`config.mk`:
```
export PLATFORM = sky130hd
export DESIGN_NAME = interrupt_and_option_control
export DESIGN_NICKNAME = d
export VERILOG_FILES = /design/src/pkg/irq_option_pkg.sv /design/src/design/interrupt_and_option_control.sv /design/src/design/timer_prescaler.sv
export SDC_FILE = /design/constraint.sdc
export NUM_CORES = 1
export LEC_CHECK = 0
export ABC_AREA = 1
export BUFFER_PORTS_ARGS = -buffer_cell sky130_fd_sc_hd__buf_2
export CORE_MARGIN = 8
export CORE_UTILIZATION = 55
export DETAILED_ROUTE_END_ITERATION = 6
export GPL_TIMING_DRIVEN = 0
export PLACE_DENSITY_LB_ADDON = 0.25
export SYNTH_ARGS = -nofsm -noshare
export SYNTH_HDL_FRONTEND = slang
export SYNTH_HIERARCHICAL = 1
export SYNTH_SLANG_ARGS = --single-unit
```
`constraint.sdc`:
```
create_clock -name aclk -period 2.66 [get_ports aclk]
set_input_delay 0.532 -clock aclk [delete_from_list [all_inputs] [get_ports aclk]]
set_output_delay 0.532 -clock aclk [all_outputs]
set_load 0.02 [all_outputs]
```
`src/pkg/irq_option_pkg.sv`:
```
// Register map, field layouts and reset values of the interrupt and option block.
package irq_option_pkg;
  // Printed offsets are not all word aligned, so they are kept as indices.
  localparam logic [9:0] IDX_INTERRUPT_CONTROL = 10'h00b;
  localparam logic [9:0] IDX_PERIPHERAL_IRQ_FLAGS = 10'h00c;
  localparam logic [9:0] IDX_OPTION_CONFIG = 10'h081;
  localparam logic [9:0] IDX_PERIPHERAL_IRQ_ENABLES = 10'h08c;
  localparam logic [9:0] IDX_TIMER_ZERO_COUNT = 10'h001;
  localparam logic [9:0] IDX_PORT_A_PINS = 10'h005;
  localparam logic [9:0] IDX_PORT_CHANGE_PIN_MASK = 10'h096;
  localparam int ADDR_LSB = 2;
  localparam int PORT_W = 6;
  localparam logic [1:0] RESP_OKAY = 2'h0;
  localparam logic [1:0] RESP_SLVERR = 2'h2;

  typedef struct packed {
    logic pull_disable;
    logic ext_irq_edge_select;
    logic timer_zero_clock_select;
    logic timer_zero_source_edge;
    logic prescaler_assign;
    logic [2:0] prescaler_rate;
  } option_t;

  typedef struct packed {
    logic global_irq_enable;
    logic peripheral_irq_enable;
    logic timer_zero_irq_enable;
    logic ext_pin_irq_enable;
    logic port_change_irq_enable;
    logic timer_zero_overflow_flag;
    logic ext_pin_irq_flag;
    logic port_change_flag;
  } interrupt_control_t;

  // Shared layout of the peripheral flag and enable registers.
  typedef struct packed {
    logic eeprom_done;
    logic low_voltage;
    logic crypto_done;
    logic comparator_two;
    logic comparator_one;
    logic osc_fail;
    logic unused;
    logic timer_one;
  } periph_t;

  // Single-cycle peripheral event strobes.
  typedef struct packed {
    logic eeprom_write_done;
    logic low_voltage_cross;
    logic crypto_done;
    logic osc_fail;
    logic timer_one_rollover;
  } periph_events_t;

  localparam option_t OPTION_RESET = 8'hff;
  localparam interrupt_control_t INTERRUPT_CONTROL_RESET = 8'h00;
  localparam periph_t PERIPH_RESET = 8'h00;
  localparam logic [7:0] PERIPH_IMPL_MASK = 8'hfd;
  localparam logic [7:0] PRESCALE_ALL_ONES = 8'hff;
endpackage

```
`src/design/interrupt_and_option_control.sv`:
```
// Interrupt enables and flags, option register and AXI4-Lite access to them.
// Operation
// Pull disable bit set turns all pulls off; else pulls follow port latch.
// Edge select bit picks rising (1) or falling (0) external pin edge.
// Timer-0 clock select picks external pin (1) or instruction clock (0).
// Source edge bit picks falling (1) or rising (0) external timer clock.
// Prescaler assign gives shared prescaler to watchdog (1) or timer-0 (0).
// Rate code divides timer-0 by 2^(code+1), watchdog by 2^code.
// Flags set on their condition regardless of any enable.
// Global enable passes unmasked interrupts; clear blocks all.
// Peripheral enable gates every peripheral flag source.
// Timer-0 overflow flag set on rollover; reset keeps the count.
// External pin flag set on selected edge, held until software clears.
// Port change flag set on pin mismatch with latch, held until cleared.
// Port change needs both its enable and the per-pin mask bit.
// Reset keeps the port latch; cleared flag resets again on mismatch.
// Timer-0 and external pin sources each have their own enable.
// Peripheral enables at bits 7..2 and 0; bit 1 reads zero.
// EEPROM flag set when a data write finishes, held until cleared.
// Low-voltage flag set on threshold crossing, cleared by software only.
// Crypto flag set on completion, held until software clears it.
// Each comparator flag sets on its output changing state.
// Oscillator fail flag set on fallback to internal oscillator.
// Timer-1 flag set on rollover, held until written to zero.
// Request when global enable and any enabled core or peripheral flag.
`timescale 1ns/1ps
`default_nettype none
module interrupt_and_option_control
  import irq_option_pkg::*;
#(
  parameter int ADDR_W = 12
) (
  // Clock and reset
  input wire logic aclk,
  input wire logic aresetn,
  // AXI4-Lite write address and data
  input wire logic [ADDR_W-1:0] s_axi_awaddr,
  input wire logic [2:0] s_axi_awprot,
  input wire logic s_axi_awvalid,
  output logic s_axi_awready,
  input wire logic [31:0] s_axi_wdata,
  input wire logic [3:0] s_axi_wstrb,
  input wire logic s_axi_wvalid,
  output logic s_axi_wready,
  // AXI4-Lite write response
  output logic [1:0] s_axi_bresp,
  output logic s_axi_bvalid,
  input wire logic s_axi_bready,
  // AXI4-Lite read
  input wire logic [ADDR_W-1:0] s_axi_araddr,
  input wire logic [2:0] s_axi_arprot,
  input wire logic s_axi_arvalid,
  output logic s_axi_arready,
  output logic [31:0] s_axi_rdata,
  output logic [1:0] s_axi_rresp,
  output logic s_axi_rvalid,
  input wire logic s_axi_rready,
  // Pins from outside the clock domain
  input wire logic ext_irq_pin,
  input wire logic ext_timer_clock_pin,
  input wire logic [PORT_W-1:0] port_a_pins,
  // Same-domain peripheral sources
  input wire periph_events_t periph_events,
  input wire logic comparator_one_output,
  input wire logic comparator_two_output,
  input wire logic instruction_cycle_clock,
  input wire logic wdt_base_tick,
  input wire logic [PORT_W-1:0] port_output_latch,
  // Results
  output logic irq_request,
  output logic watchdog_tick,
  output logic [PORT_W-1:0] pull_up_enable,
  output logic [PORT_W-1:0] pull_down_enable
);
  if (ADDR_W < 10 || ADDR_W > 12) begin : bad_addr_w
    $error("ADDR_W must be between 10 and 12");
  end

  typedef enum {
    SEL_NONE, SEL_INTERRUPT_CONTROL, SEL_PIR, SEL_OPTION, SEL_PIE, SEL_TMR, SEL_PORT, SEL_MASK
  } sel_t;

  typedef struct packed {
    logic awready;
    logic wready;
    logic aw_held;
    logic [ADDR_W-1:0] aw_addr;
    logic w_held;
    logic [7:0] w_data;
    logic w_lane0;
    logic bvalid;
    logic [1:0] bresp;
    logic arready;
    logic rvalid;
    logic [1:0] rresp;
    logic [31:0] rdata;
    interrupt_control_t ctrl;
    periph_t pir;
    periph_t pie;
    option_t opt;
    logic [PORT_W-1:0] pin_mask;
    logic [PORT_W-1:0] port_latch;
    logic [PORT_W-1:0] port_s1;
    logic [PORT_W-1:0] port_s2;
    logic ext_s1;
    logic ext_s2;
    logic ext_prev;
    logic tck_s1;
    logic tck_s2;
    logic tck_prev;
    logic [1:0] cmp_prev;
    logic load_count;
    logic [7:0] load_value;
    logic opt_written;
    logic irq;
    logic [PORT_W-1:0] pull_up;
    logic [PORT_W-1:0] pull_down;
  } state_t;

  state_t cur;
  state_t next_cur;
  logic [7:0] tmr_count;
  logic tmr_overflow;

  function automatic sel_t decode(input logic [ADDR_W-1:0] addr);
    logic [9:0] idx;
    idx = 10'(addr[ADDR_W-1:ADDR_LSB]);
    if (idx == IDX_INTERRUPT_CONTROL) begin
      decode = SEL_INTERRUPT_CONTROL;
    end else if (idx == IDX_PERIPHERAL_IRQ_FLAGS) begin
      decode = SEL_PIR;
    end else if (idx == IDX_OPTION_CONFIG) begin
      decode = SEL_OPTION;
    end else if (idx == IDX_PERIPHERAL_IRQ_ENABLES) begin
      decode = SEL_PIE;
    end else if (idx == IDX_TIMER_ZERO_COUNT) begin
      decode = SEL_TMR;
    end else if (idx == IDX_PORT_A_PINS) begin
      decode = SEL_PORT;
    end else if (idx == IDX_PORT_CHANGE_PIN_MASK) begin
      decode = SEL_MASK;
    end else begin
      decode = SEL_NONE;
    end
  endfunction

  timer_prescaler u_timer (
    .aclk(aclk),
    .aresetn(aresetn),
    .cfg(cur.opt),
    .clear_prescaler(cur.opt_written),
    .load_count(cur.load_count),
    .load_value(cur.load_value),
    .instr_tick(instruction_cycle_clock),
    .ext_rise(cur.tck_s2 && !cur.tck_prev),
    .ext_fall(!cur.tck_s2 && cur.tck_prev),
    .wdt_base_tick(wdt_base_tick),
    .timer_zero_count(tmr_count),
    .overflow(tmr_overflow),
    .watchdog_tick(watchdog_tick)
  );

  always_comb begin
    sel_t wsel;
    sel_t rsel;
    logic do_write;
    logic ext_edge;
    logic port_change;
    logic core_req;
    logic periph_req;
    periph_t pev;
    next_cur = cur;
    wsel = decode(cur.aw_addr);
    rsel = decode(s_axi_araddr);
    next_cur.load_count = 1'b0;
    next_cur.opt_written = 1'b0;

    // Pins pass two flip-flops before any logic looks at them.
    next_cur.ext_s1 = ext_irq_pin;
    next_cur.ext_s2 = cur.ext_s1;
    next_cur.ext_prev = cur.ext_s2;
    next_cur.tck_s1 = ext_timer_clock_pin;
    next_cur.tck_s2 = cur.tck_s1;
    next_cur.tck_prev = cur.tck_s2;
    next_cur.port_s1 = port_a_pins;
    next_cur.port_s2 = cur.port_s1;
    next_cur.cmp_prev = {comparator_two_output, comparator_one_output};

    // Write channel: address and data are taken in either order.
    if (s_axi_awvalid && cur.awready) begin
      next_cur.aw_held = 1'b1;
      next_cur.aw_addr = s_axi_awaddr;
    end
    if (s_axi_wvalid && cur.wready) begin
      next_cur.w_held = 1'b1;
      next_cur.w_data = s_axi_wdata[7:0];
      next_cur.w_lane0 = s_axi_wstrb[0];
    end
    if (s_axi_bvalid && s_axi_bready) begin
      next_cur.bvalid = 1'b0;
    end
    do_write = cur.aw_held && cur.w_held && !cur.bvalid;
    if (do_write) begin
      next_cur.aw_held = 1'b0;
      next_cur.w_held = 1'b0;
      next_cur.bvalid = 1'b1;
      next_cur.bresp = (wsel == SEL_NONE) ? RESP_SLVERR : RESP_OKAY;
      if (cur.w_lane0) begin
        if (wsel == SEL_INTERRUPT_CONTROL) begin
          next_cur.ctrl = cur.w_data;
        end else if (wsel == SEL_PIR) begin
          next_cur.pir = cur.w_data & PERIPH_IMPL_MASK;
        end else if (wsel == SEL_OPTION) begin
          next_cur.opt = cur.w_data;
          next_cur.opt_written = 1'b1;
        end else if (wsel == SEL_PIE) begin
          next_cur.pie = cur.w_data & PERIPH_IMPL_MASK;
        end else if (wsel == SEL_TMR) begin
          next_cur.load_count = 1'b1;
          next_cur.load_value = cur.w_data;
        end else if (wsel == SEL_MASK) begin
          next_cur.pin_mask = cur.w_data[PORT_W-1:0];
        end
      end
    end
    next_cur.awready = !next_cur.aw_held && !next_cur.bvalid;
    next_cur.wready = !next_cur.w_held && !next_cur.bvalid;

    // Read channel: one read at a time, data sampled at the taking edge.
    if (s_axi_rvalid && s_axi_rready) begin
      next_cur.rvalid = 1'b0;
    end
    if (s_axi_arvalid && cur.arready) begin
      next_cur.rvalid = 1'b1;
      next_cur.rresp = RESP_OKAY;
      next_cur.rdata = 32'h0000_0000;
      if (rsel == SEL_INTERRUPT_CONTROL) begin
        next_cur.rdata[7:0] = cur.ctrl;
      end else if (rsel == SEL_PIR) begin
        next_cur.rdata[7:0] = cur.pir;
      end else if (rsel == SEL_OPTION) begin
        next_cur.rdata[7:0] = cur.opt;
      end else if (rsel == SEL_PIE) begin
        next_cur.rdata[7:0] = cur.pie;
      end else if (rsel == SEL_TMR) begin
        next_cur.rdata[7:0] = tmr_count;
      end else if (rsel == SEL_PORT) begin
        // Reading the port refreshes the previous-value latch.
        next_cur.rdata[PORT_W-1:0] = cur.port_s2;
        next_cur.port_latch = cur.port_s2;
      end else if (rsel == SEL_MASK) begin
        next_cur.rdata[PORT_W-1:0] = cur.pin_mask;
      end else begin
        next_cur.rresp = RESP_SLVERR;
      end
    end
    next_cur.arready = !next_cur.rvalid;

    // Hardware events are ORed in after the write, so a set beats a clear.
    ext_edge = cur.ext_s2 != cur.ext_prev;
    ext_edge = ext_edge && (cur.ext_s2 == cur.opt.ext_irq_edge_select);
    // Only masked-in pins may raise the flag; the latch keeps no reset value.
    port_change = |((cur.port_s2 ^ cur.port_latch) & cur.pin_mask);
    if (tmr_overflow) begin
      next_cur.ctrl.timer_zero_overflow_flag = 1'b1;
    end
    if (ext_edge) begin
      next_cur.ctrl.ext_pin_irq_flag = 1'b1;
    end
    if (port_change) begin
      next_cur.ctrl.port_change_flag = 1'b1;
    end
    pev = PERIPH_RESET;
    pev.eeprom_done = periph_events.eeprom_write_done;
    pev.low_voltage = periph_events.low_voltage_cross;
    pev.crypto_done = periph_events.crypto_done;
    pev.comparator_two = comparator_two_output != cur.cmp_prev[1];
    pev.comparator_one = comparator_one_output != cur.cmp_prev[0];
    pev.osc_fail = periph_events.osc_fail;
    pev.timer_one = periph_events.timer_one_rollover;
    next_cur.pir = next_cur.pir | pev;

    // Request path works on the present flags and enables.
    core_req = (cur.ctrl.timer_zero_irq_enable && cur.ctrl.timer_zero_overflow_flag) ||
      (cur.ctrl.ext_pin_irq_enable && cur.ctrl.ext_pin_irq_flag) ||
      (cur.ctrl.port_change_irq_enable && cur.ctrl.port_change_flag);
    periph_req = cur.ctrl.peripheral_irq_enable && |(cur.pir & cur.pie);
    next_cur.irq = cur.ctrl.global_irq_enable && (core_req || periph_req);

    next_cur.pull_up = cur.opt.pull_disable ? '0 : port_output_latch;
    next_cur.pull_down = cur.opt.pull_disable ? '0 : ~port_output_latch;

    if (!aresetn) begin
      next_cur.awready = 1'b0;
      next_cur.wready = 1'b0;
      next_cur.aw_held = 1'b0;
      next_cur.aw_addr = '0;
      next_cur.w_held = 1'b0;
      next_cur.w_data = 8'h00;
      next_cur.w_lane0 = 1'b0;
      next_cur.bvalid = 1'b0;
      next_cur.bresp = RESP_OKAY;
      next_cur.arready = 1'b0;
      next_cur.rvalid = 1'b0;
      next_cur.rresp = RESP_OKAY;
      next_cur.rdata = 32'h0000_0000;
      // The flag clears but the latch is kept, so a mismatch sets it again.
      next_cur.ctrl = INTERRUPT_CONTROL_RESET;
      next_cur.pir = PERIPH_RESET;
      next_cur.pie = PERIPH_RESET;
      next_cur.opt = OPTION_RESET;
      next_cur.pin_mask = '0;
      next_cur.port_latch = cur.port_latch;
      next_cur.port_s1 = '0;
      next_cur.port_s2 = '0;
      next_cur.ext_s1 = 1'b0;
      next_cur.ext_s2 = 1'b0;
      next_cur.ext_prev = 1'b0;
      next_cur.tck_s1 = 1'b0;
      next_cur.tck_s2 = 1'b0;
      next_cur.tck_prev = 1'b0;
      next_cur.load_count = 1'b0;
      next_cur.load_value = 8'h00;
      next_cur.opt_written = 1'b0;
      next_cur.irq = 1'b0;
      next_cur.pull_up = '0;
      next_cur.pull_down = '0;
    end
  end

  always_ff @(posedge aclk) begin
    cur <= next_cur;
  end

  assign s_axi_awready = cur.awready;
  assign s_axi_wready = cur.wready;
  assign s_axi_bvalid = cur.bvalid;
  assign s_axi_bresp = cur.bresp;
  assign s_axi_arready = cur.arready;
  assign s_axi_rvalid = cur.rvalid;
  assign s_axi_rresp = cur.rresp;
  assign s_axi_rdata = cur.rdata;
  assign irq_request = cur.irq;
  assign pull_up_enable = cur.pull_up;
  assign pull_down_enable = cur.pull_down;
endmodule // interrupt_and_option_control
`default_nettype wire

```
`src/design/timer_prescaler.sv`:
```
// Timer-0 source select, shared prescaler and watchdog tick generation.
`timescale 1ns/1ps
`default_nettype none
module timer_prescaler
  import irq_option_pkg::*;
(
  // Clock and reset
  input wire logic aclk,
  input wire logic aresetn,
  // Configuration and control
  input wire option_t cfg,
  input wire logic clear_prescaler,
  input wire logic load_count,
  input wire logic [7:0] load_value,
  // Count sources
  input wire logic instr_tick,
  input wire logic ext_rise,
  input wire logic ext_fall,
  input wire logic wdt_base_tick,
  // Results
  output logic [7:0] timer_zero_count,
  output logic overflow,
  output logic watchdog_tick
);
  typedef struct packed {
    logic [7:0] pre;
    logic [7:0] count;
    logic overflow;
    logic wdt;
  } tstate_t;

  tstate_t cur;
  tstate_t next_cur;

  function automatic logic [7:0] div_mask(input logic [3:0] shift);
    div_mask = ~(PRESCALE_ALL_ONES << shift);
  endfunction

  always_comb begin
    logic src_tick;
    logic timer_inc;
    logic pre_tick;
    logic [7:0] mask;
    timer_inc = 1'b0;
    pre_tick = 1'b0;
    mask = 8'h00;
    next_cur = cur;
    // Timer-0 source: external pin edge or instruction clock.
    src_tick = cfg.timer_zero_clock_select ?
      (cfg.timer_zero_source_edge ? ext_fall : ext_rise) : instr_tick;
    // Prescaler goes to one user only; the other runs at 1:1.
    if (cfg.prescaler_assign) begin
      mask = div_mask({1'b0, cfg.prescaler_rate});
      pre_tick = wdt_base_tick;
      timer_inc = src_tick;
      next_cur.wdt = pre_tick && ((cur.pre & mask) == mask);
    end else begin
      mask = div_mask({1'b0, cfg.prescaler_rate} + 4'h1);
      pre_tick = src_tick;
      timer_inc = src_tick && ((cur.pre & mask) == mask);
      next_cur.wdt = wdt_base_tick;
    end
    if (clear_prescaler) begin
      next_cur.pre = 8'h00;
    end else if (pre_tick) begin
      next_cur.pre = cur.pre + 8'h01;
    end
    next_cur.overflow = timer_inc && !load_count && (cur.count == 8'hff);
    if (load_count) begin
      next_cur.count = load_value;
    end else if (timer_inc) begin
      next_cur.count = cur.count + 8'h01;
    end
    // Reset leaves the count alone so software sees where it stopped.
    if (!aresetn) begin
      next_cur.pre = 8'h00;
      next_cur.overflow = 1'b0;
      next_cur.wdt = 1'b0;
    end
  end

  always_ff @(posedge aclk) begin
    cur <= next_cur;
  end

  assign timer_zero_count = cur.count;
  assign overflow = cur.overflow;
  assign watchdog_tick = cur.wdt;
endmodule // timer_prescaler
`default_nettype wire

```
==> reports/results.ini, run 1 <==
[synth]
ys_async_sr_fraction = 0
yosys.area_share.adder = 0.0163
synth_xor_xnor_area_share = 0.0140
synth-edff-count = 14
syn_inst = 939
synth_top_area_cell = dfxtp_1
yosys.area_share.simple = 0.268
yosys.cell_types.count = 43
yosysSeqAreaShare = 0.424
yosys_register_bits = 139
synth_area_um2 = 6890
synth_top_family_by_area = simple AND/OR/NAND/NOR gates
ys.warnings.count = 6
synthTopCellsByArea = dfxtp_1 36%, nand2_1 12%, inv_1 6.3%, buf_4 6.2%, edfxtp_1 6.1%
avgSynthCellArea_um2 = 7.34
synth_compound_area_frac = 0.129
synth_top_area_frac = 0.363
synth_ff_type = dfxtp_1
synthMuxAreaShare = 0

[cts]
numCtsBuffers = 17
ctsHoldBuffers = 0
cts_setup_buffers = 0
clock_tree.root_cell = clkbuf_16
max-clock-path-buffers = 2
htreeDepth = 4
path_clk_slew_ns = 0.06
cts.sink_count = 139
cts_resized = 0
clock_latency_ns = 0.42
cts_tree = done

[timing]
period_needed_ns = 2.25
setup_violations = 0
timing.slew.headroom = 0.562
timing.final.crit_share = 0.846
fin_skew_ns = 0.00802
finalHoldViolations = 0
tightestPinTransition_ns = 0.657
tns_ns = 0
post-route-worst-setup-slack_ns = 0.410
hold_slack_ns = 0.236
slew_violations = 0
rsz0062_at_grt = false
max_freq_mhz = 444

[finish]
multi_input_area_um2 = 3040
drive_above_1_share = 0.224
final_area_um2 = 8210
area_growth_pct = 19.1
fill_cells = 1113
regArea_um2 = 2920
stdcell_count = 1255
diodes = 0
final_nets = 1175

[grt]
antenna_found_initial = 0
grt_pass1_vias = 5974
grt_pass1_wl_mm = 28.9
gr-total-overflow = 0
grt_use_met1 = 0.275
grt.met2_usage = 0.364
grt_start_max_net_pins = 17
grt-busiest-layer = met2
grt_util_met3 = 0.0578
gr-usage-all-layers = 0.223

[critical_path]
crit_arrival_ns = 2.33
worst_setup_path_end_kind = register
start_kind = register
crit_type = reg2reg
worstPathRequired_ns = 2.74
cp_max_fo = 8
r2r-start = cur[56]
startpoint = cur[56]

[min_path]
hold_class = in2reg
min_from = comparator_two_output

[route]
ant_nets = 0
totalWireLength_mm = 17.7
viasPerCell = 4.92
dr.first_iter.drc_count = 501
drt_first_pass_iters = 5
vias = 6172
drc = 0
wl_per_cell_um = 14.1

[placed_design]
place.gp.congestion = 0.912
dpl_worst_slack_ns = 0.398
place.port_buffers = 87
placed_area_um2 = 7630
place_inst = 1223
dp_hpwl_mm = 13.3

[power]
power_density_nw_per_um2 = 602
peakVddDrop_v = 0.000414
leakagePower_uw = 0.00410

[floorplanning]
rows = 41
ios = 151
die_x_um = 128
die_height_um = 128
core_area_um2 = 12400
start_util = 0.555
dieArea_um2 = 16400

[job]
max_cap_viol_count = 0

[status]
status = complete, no violations

## power by group
group | internal [uW] | total (uW) | switching [uW]
sequential | 2180 | 2240 | 58.8
combinational | 147 | 411 | 264
clock | 1380 | 2290 | 916
total | 3700 | 4940 | 1240
## cells by family (layout without fill, tap and decap cells)
group	count (synthesis)	count (layout)
AND/OR/NAND/NOR	415	415
AO/OA/AOI/OAI	155	155
XOR/XNOR	11	11
buffers and inverters	209	328
adder cells (fa/ha/maj)	9	9
flip-flops	139	139
other	1	26
## cells in the final DEF, fill, tap and decap left out, types with 3 or more instances in the layout
cell type   count
nand4_1        10
or2_0           5
nand2_1       217
xor2_1          9
clkbuf_16      17
nor2_1         78
clkinv_2        4
nand3_2         5
dfxtp_1       125
o211ai_2        9
inv_1         115
edfxtp_1       14
nor2_2         14
a211oi_1        4
o21ai_0        50
nor3_1         12
clkinvlp_4      4
a31oi_1         3
nor2_4          5
o22ai_1         3
nand3_1        52
a21oi_1        70
buf_4          57
inv_2          15
buf_2          91
clkbuf_1       15
o21ai_1        10
ha_1            9
nand2_2         4
or2_2           3
conb_1         26
inv_6           3
## per-stage QoR
step	power (uW)	util
floorplan	2540	-
global placement	2680	0.615
detailed placement	2680	0.615
CTS	4960	0.661
global route	5120	0.661
finish	4940	0.661
## registers in the layout (all words and copies together), names as in the netlist
signal and cells:
cur 93, irq_request 1, pull_down_enable 6, pull_up_enable 6
s_axi_arready 1, s_axi_awready 1, s_axi_bresp 1, s_axi_bvalid 1
s_axi_rdata 8, s_axi_rresp 1, s_axi_rvalid 1, s_axi_wready 1
u_timer/cur 8, u_timer/overflow 1, u_timer/timer_zero_count 8, u_timer/watchdog_tick 1
## cell usage after synthesis, types with 3 or more instances
library cell and n:
o22ai_1 3, o21ai_1 10, nor2_2 14, nor2_1 78
nor2_4 5, nand2_2 4, or2_2 3, dfxtp_1 125
nor3_1 12, o211ai_2 9, xor2_1 9, clkbuf_1 15
nand2_1 217, a31oi_1 3, edfxtp_1 14, nand3_1 52
nand4_1 10, nand3_2 5, inv_2 15, a21oi_1 70
buf_4 57, buf_2 4, or2_0 5, a211oi_1 4
o21ai_0 50, ha_1 9, inv_1 115
## worst paths after layout
path,slack [ns],cells past startpoint,to
max,0.41,12,u_timer/timer_zero_count[1]
min,0.24,1,cur[24]
max reg2reg,0.41,12,u_timer/timer_zero_count[1]
min reg2reg,0.41,2,cur[36]
## worst max-delay path, cell delays in order, from the launching register on
cell and delay (ns):
dfxtp_1 0.53, ha_1 0.24, inv_1 0.07, ha_1 0.29, inv_1 0.06, nand2_1 0.05, nand2_1 0.05, nand2_1 0.06
nor2_2 0.07, nand2_1 0.06, nand2_1 0.07, nand2_2 0.09, nand2_1 0.27
## routing by layer
layer	part of all wire	wire [um]
met1	0.44	7780
met2	0.47	8240
met5	0	0
met4	0.025	435
met3	0.069	1210
## final cells by class
type	instances	area share
Buffer	78	0.0642
Clock buffer	17	0.0518
Clock inverter	15	0.0181
Inverter	131	0.0599
Multi-Input combinational cell	616	0.371
Sequential cell	139	0.356
Tap cell	172	0.0262
Timing Repair Buffer	87	0.0530
Power figures use the tool's default switching activity.
==> run 2, diff against run 1 <==
--- a/config.mk
+++ b/config.mk
@@ -8,7 +8,7 @@
 export ABC_AREA = 1
 export BUFFER_PORTS_ARGS = -buffer_cell sky130_fd_sc_hd__buf_2
 export CORE_MARGIN = 8
-export CORE_UTILIZATION = 55
+export CORE_UTILIZATION = 49
 export DETAILED_ROUTE_END_ITERATION = 6
 export GPL_TIMING_DRIVEN = 0
 export PLACE_DENSITY_LB_ADDON = 0.25
==> constraint.sdc (replaced) <==
create_clock -name aclk -period 1.95 [get_ports aclk]
set_input_delay 0.39 -clock aclk [delete_from_list [all_inputs] [get_ports aclk]]
set_output_delay 0.39 -clock aclk [all_outputs]
set_load 0.02 [all_outputs]
==> run 2 against run 1 <==
Combinational power increased by 37%. Non-clock buffer count is 1 higher. Clock power increased by 40%. Clock skew is 0.0036 ns lower. Power grew 38%. Critical path type unchanged. Largest power group unchanged.
==> reports/results.ini, run 2 (synthesized netlist as in run 1, its figures left out) <==
[timing]
rsz0062_at_grt = false
max_freq_mhz = 553
hold_slack_ns = 0.0944
slew_violations = 0
tightestPinTransition_ns = 0.746
timing.slew.headroom = 0.503
finalHoldViolations = 0
period_needed_ns = 1.81
setup_violations = 0
timing.final.crit_share = 0.928
tns_ns = 0
fin_skew_ns = 0.00439

[critical_path]
worst_setup_path_end_kind = register
crit_type = reg2reg
crit_top_cell = nand2_1
cpPeakStageDelay_ns = 0.40
slowest_stage = dfxtp_4
cp_max_fo = 8
crit_family = simple AND/OR/NAND/NOR gates
worstPathRequired_ns = 2.08
crit_arrival_ns = 1.94
start_kind = register
r2r-start = cur[56]
startpoint = cur[56]
worstPathCellList = ha_4, inv_1, ha_1, inv_1, nand2_1, nand2_1, nand2_1, nor2_2, nand2_1, nand2_2, nand2_4, nand2_8
path_buf_inv = 2

[cts]
cts.sink_count = 139
path_clk_slew_ns = 0.06
ctsHoldBuffers = 0
htreeDepth = 4
max-clock-path-buffers = 2
cts_tree = done
clock_latency_ns = 0.42
clock_tree.root_cell = clkbuf_16
numCtsBuffers = 17

[grt]
gr-usage-all-layers = 0.207
grt_pass1_wl_mm = 29.7
grt_start_max_net_pins = 17
gr-total-overflow = 0
grt_pass1_vias = 5957
antenna_found_initial = 0

[finish]
final_nets = 1176
largest_register = cur
largest_reg_flops = 93
diodes = 0
drive_above_1_share = 0.232
layout_commonest_cell = nand2_1
stdcell_count = 1264
area_growth_pct = 20.3
layout_common_cells = 215 x nand2_1, 122 x dfxtp_1, 115 x inv_1

[route]
totalWireLength_mm = 18.1
vias = 6256
ant_nets = 0
drc = 0
wl_per_cell_um = 14.3
viasPerCell = 4.95
dr.first_iter.drc_count = 588
drt_first_pass_iters = 6

[placed_design]
dp_hpwl_mm = 13.7
place.gp.congestion = 0.927
place.port_buffers = 87
place_inst = 1231

[power]
leakagePower_uw = 0.00412
power_density_nw_per_um2 = 824
finalPower_uw = 6830
peakVddDrop_v = 0.000511

[floorplanning]
start_util = 0.498
dieArea_um2 = 18100
die_height_um = 135
ios = 151
rows = 43
die_x_um = 135
core_area_um2 = 13800

[job]
max_cap_viol_count = 0

[min_path]
min_from = comparator_one_output
hold_class = in2reg

[status]
status = complete, no violations

[run 2: cell types whose count changed in the layout (fill, tap and decap cells not counted), sizes merged]
cell,delta
clkinvlp,-2
inv,+2
buf,+1
[run 2: final cells by class]
class,instances,area [um2]
fillers,1270,5540
multi-input cells,616,3080
flip-flops and latches,139,2930
plain buffers,78,528
inverters,131,492
repair buffers,88,443
clock buffers,17,425
well taps,180,225
clock inverters,15,163
[run 2: per-stage QoR]
stage          area, um2  worst slack, ns   util
2_1_floorplan       6980           0.0962      -
3_3_place_gp        7640           -0.307  0.553
3_5_place_dp        7640           -0.329  0.553
4_1_cts             8250          0.00902  0.596
5_1_grt             8290           0.0132  0.599
6_report            8290            0.141  0.599
[run 2: what timing repair did]
| action | 4_1_cts | 5_1_grt |
|---|---|---|
| setup endpoints to repair | 8 | 14 |
| setup buffers | 0 | 1 |
| cloned | 0 | 0 |
| gates resized for setup | 5 | 9 |
| pin swaps | 0 | 1 |
[run 2: path summary, 6_finish.rpt]
path                                      end  slack [ns]  depth (start not counted)
hold reg to reg                       cur[32]        0.41                          2
setup / recovery  u_timer/timer_zero_count[2]        0.14                         12
setup reg to reg  u_timer/timer_zero_count[2]        0.14                         12
hold / removal                        cur[23]        0.09                          1
[run 2: power by group]
group / switching [uW] / leakage, uW / total [uW] / internal, uW
sequential: 79.7 / 0.00116 / 3050 / 2970
combinational: 361 / 0.00268 / 562 / 201
clock: 1310 / 0.000283 / 3210 / 1900
total: 1750 / 0.00412 / 6830 / 5070
[run 2: metal layers]
metal,vias to the layer above,track usage,part of all wire
met3,26,0.0423,0.055
li1,3187,-,-
met2,210,0.339,0.48
met5,-,0,0
met4,0,0.0805,0.016
met1,2833,0.262,0.45
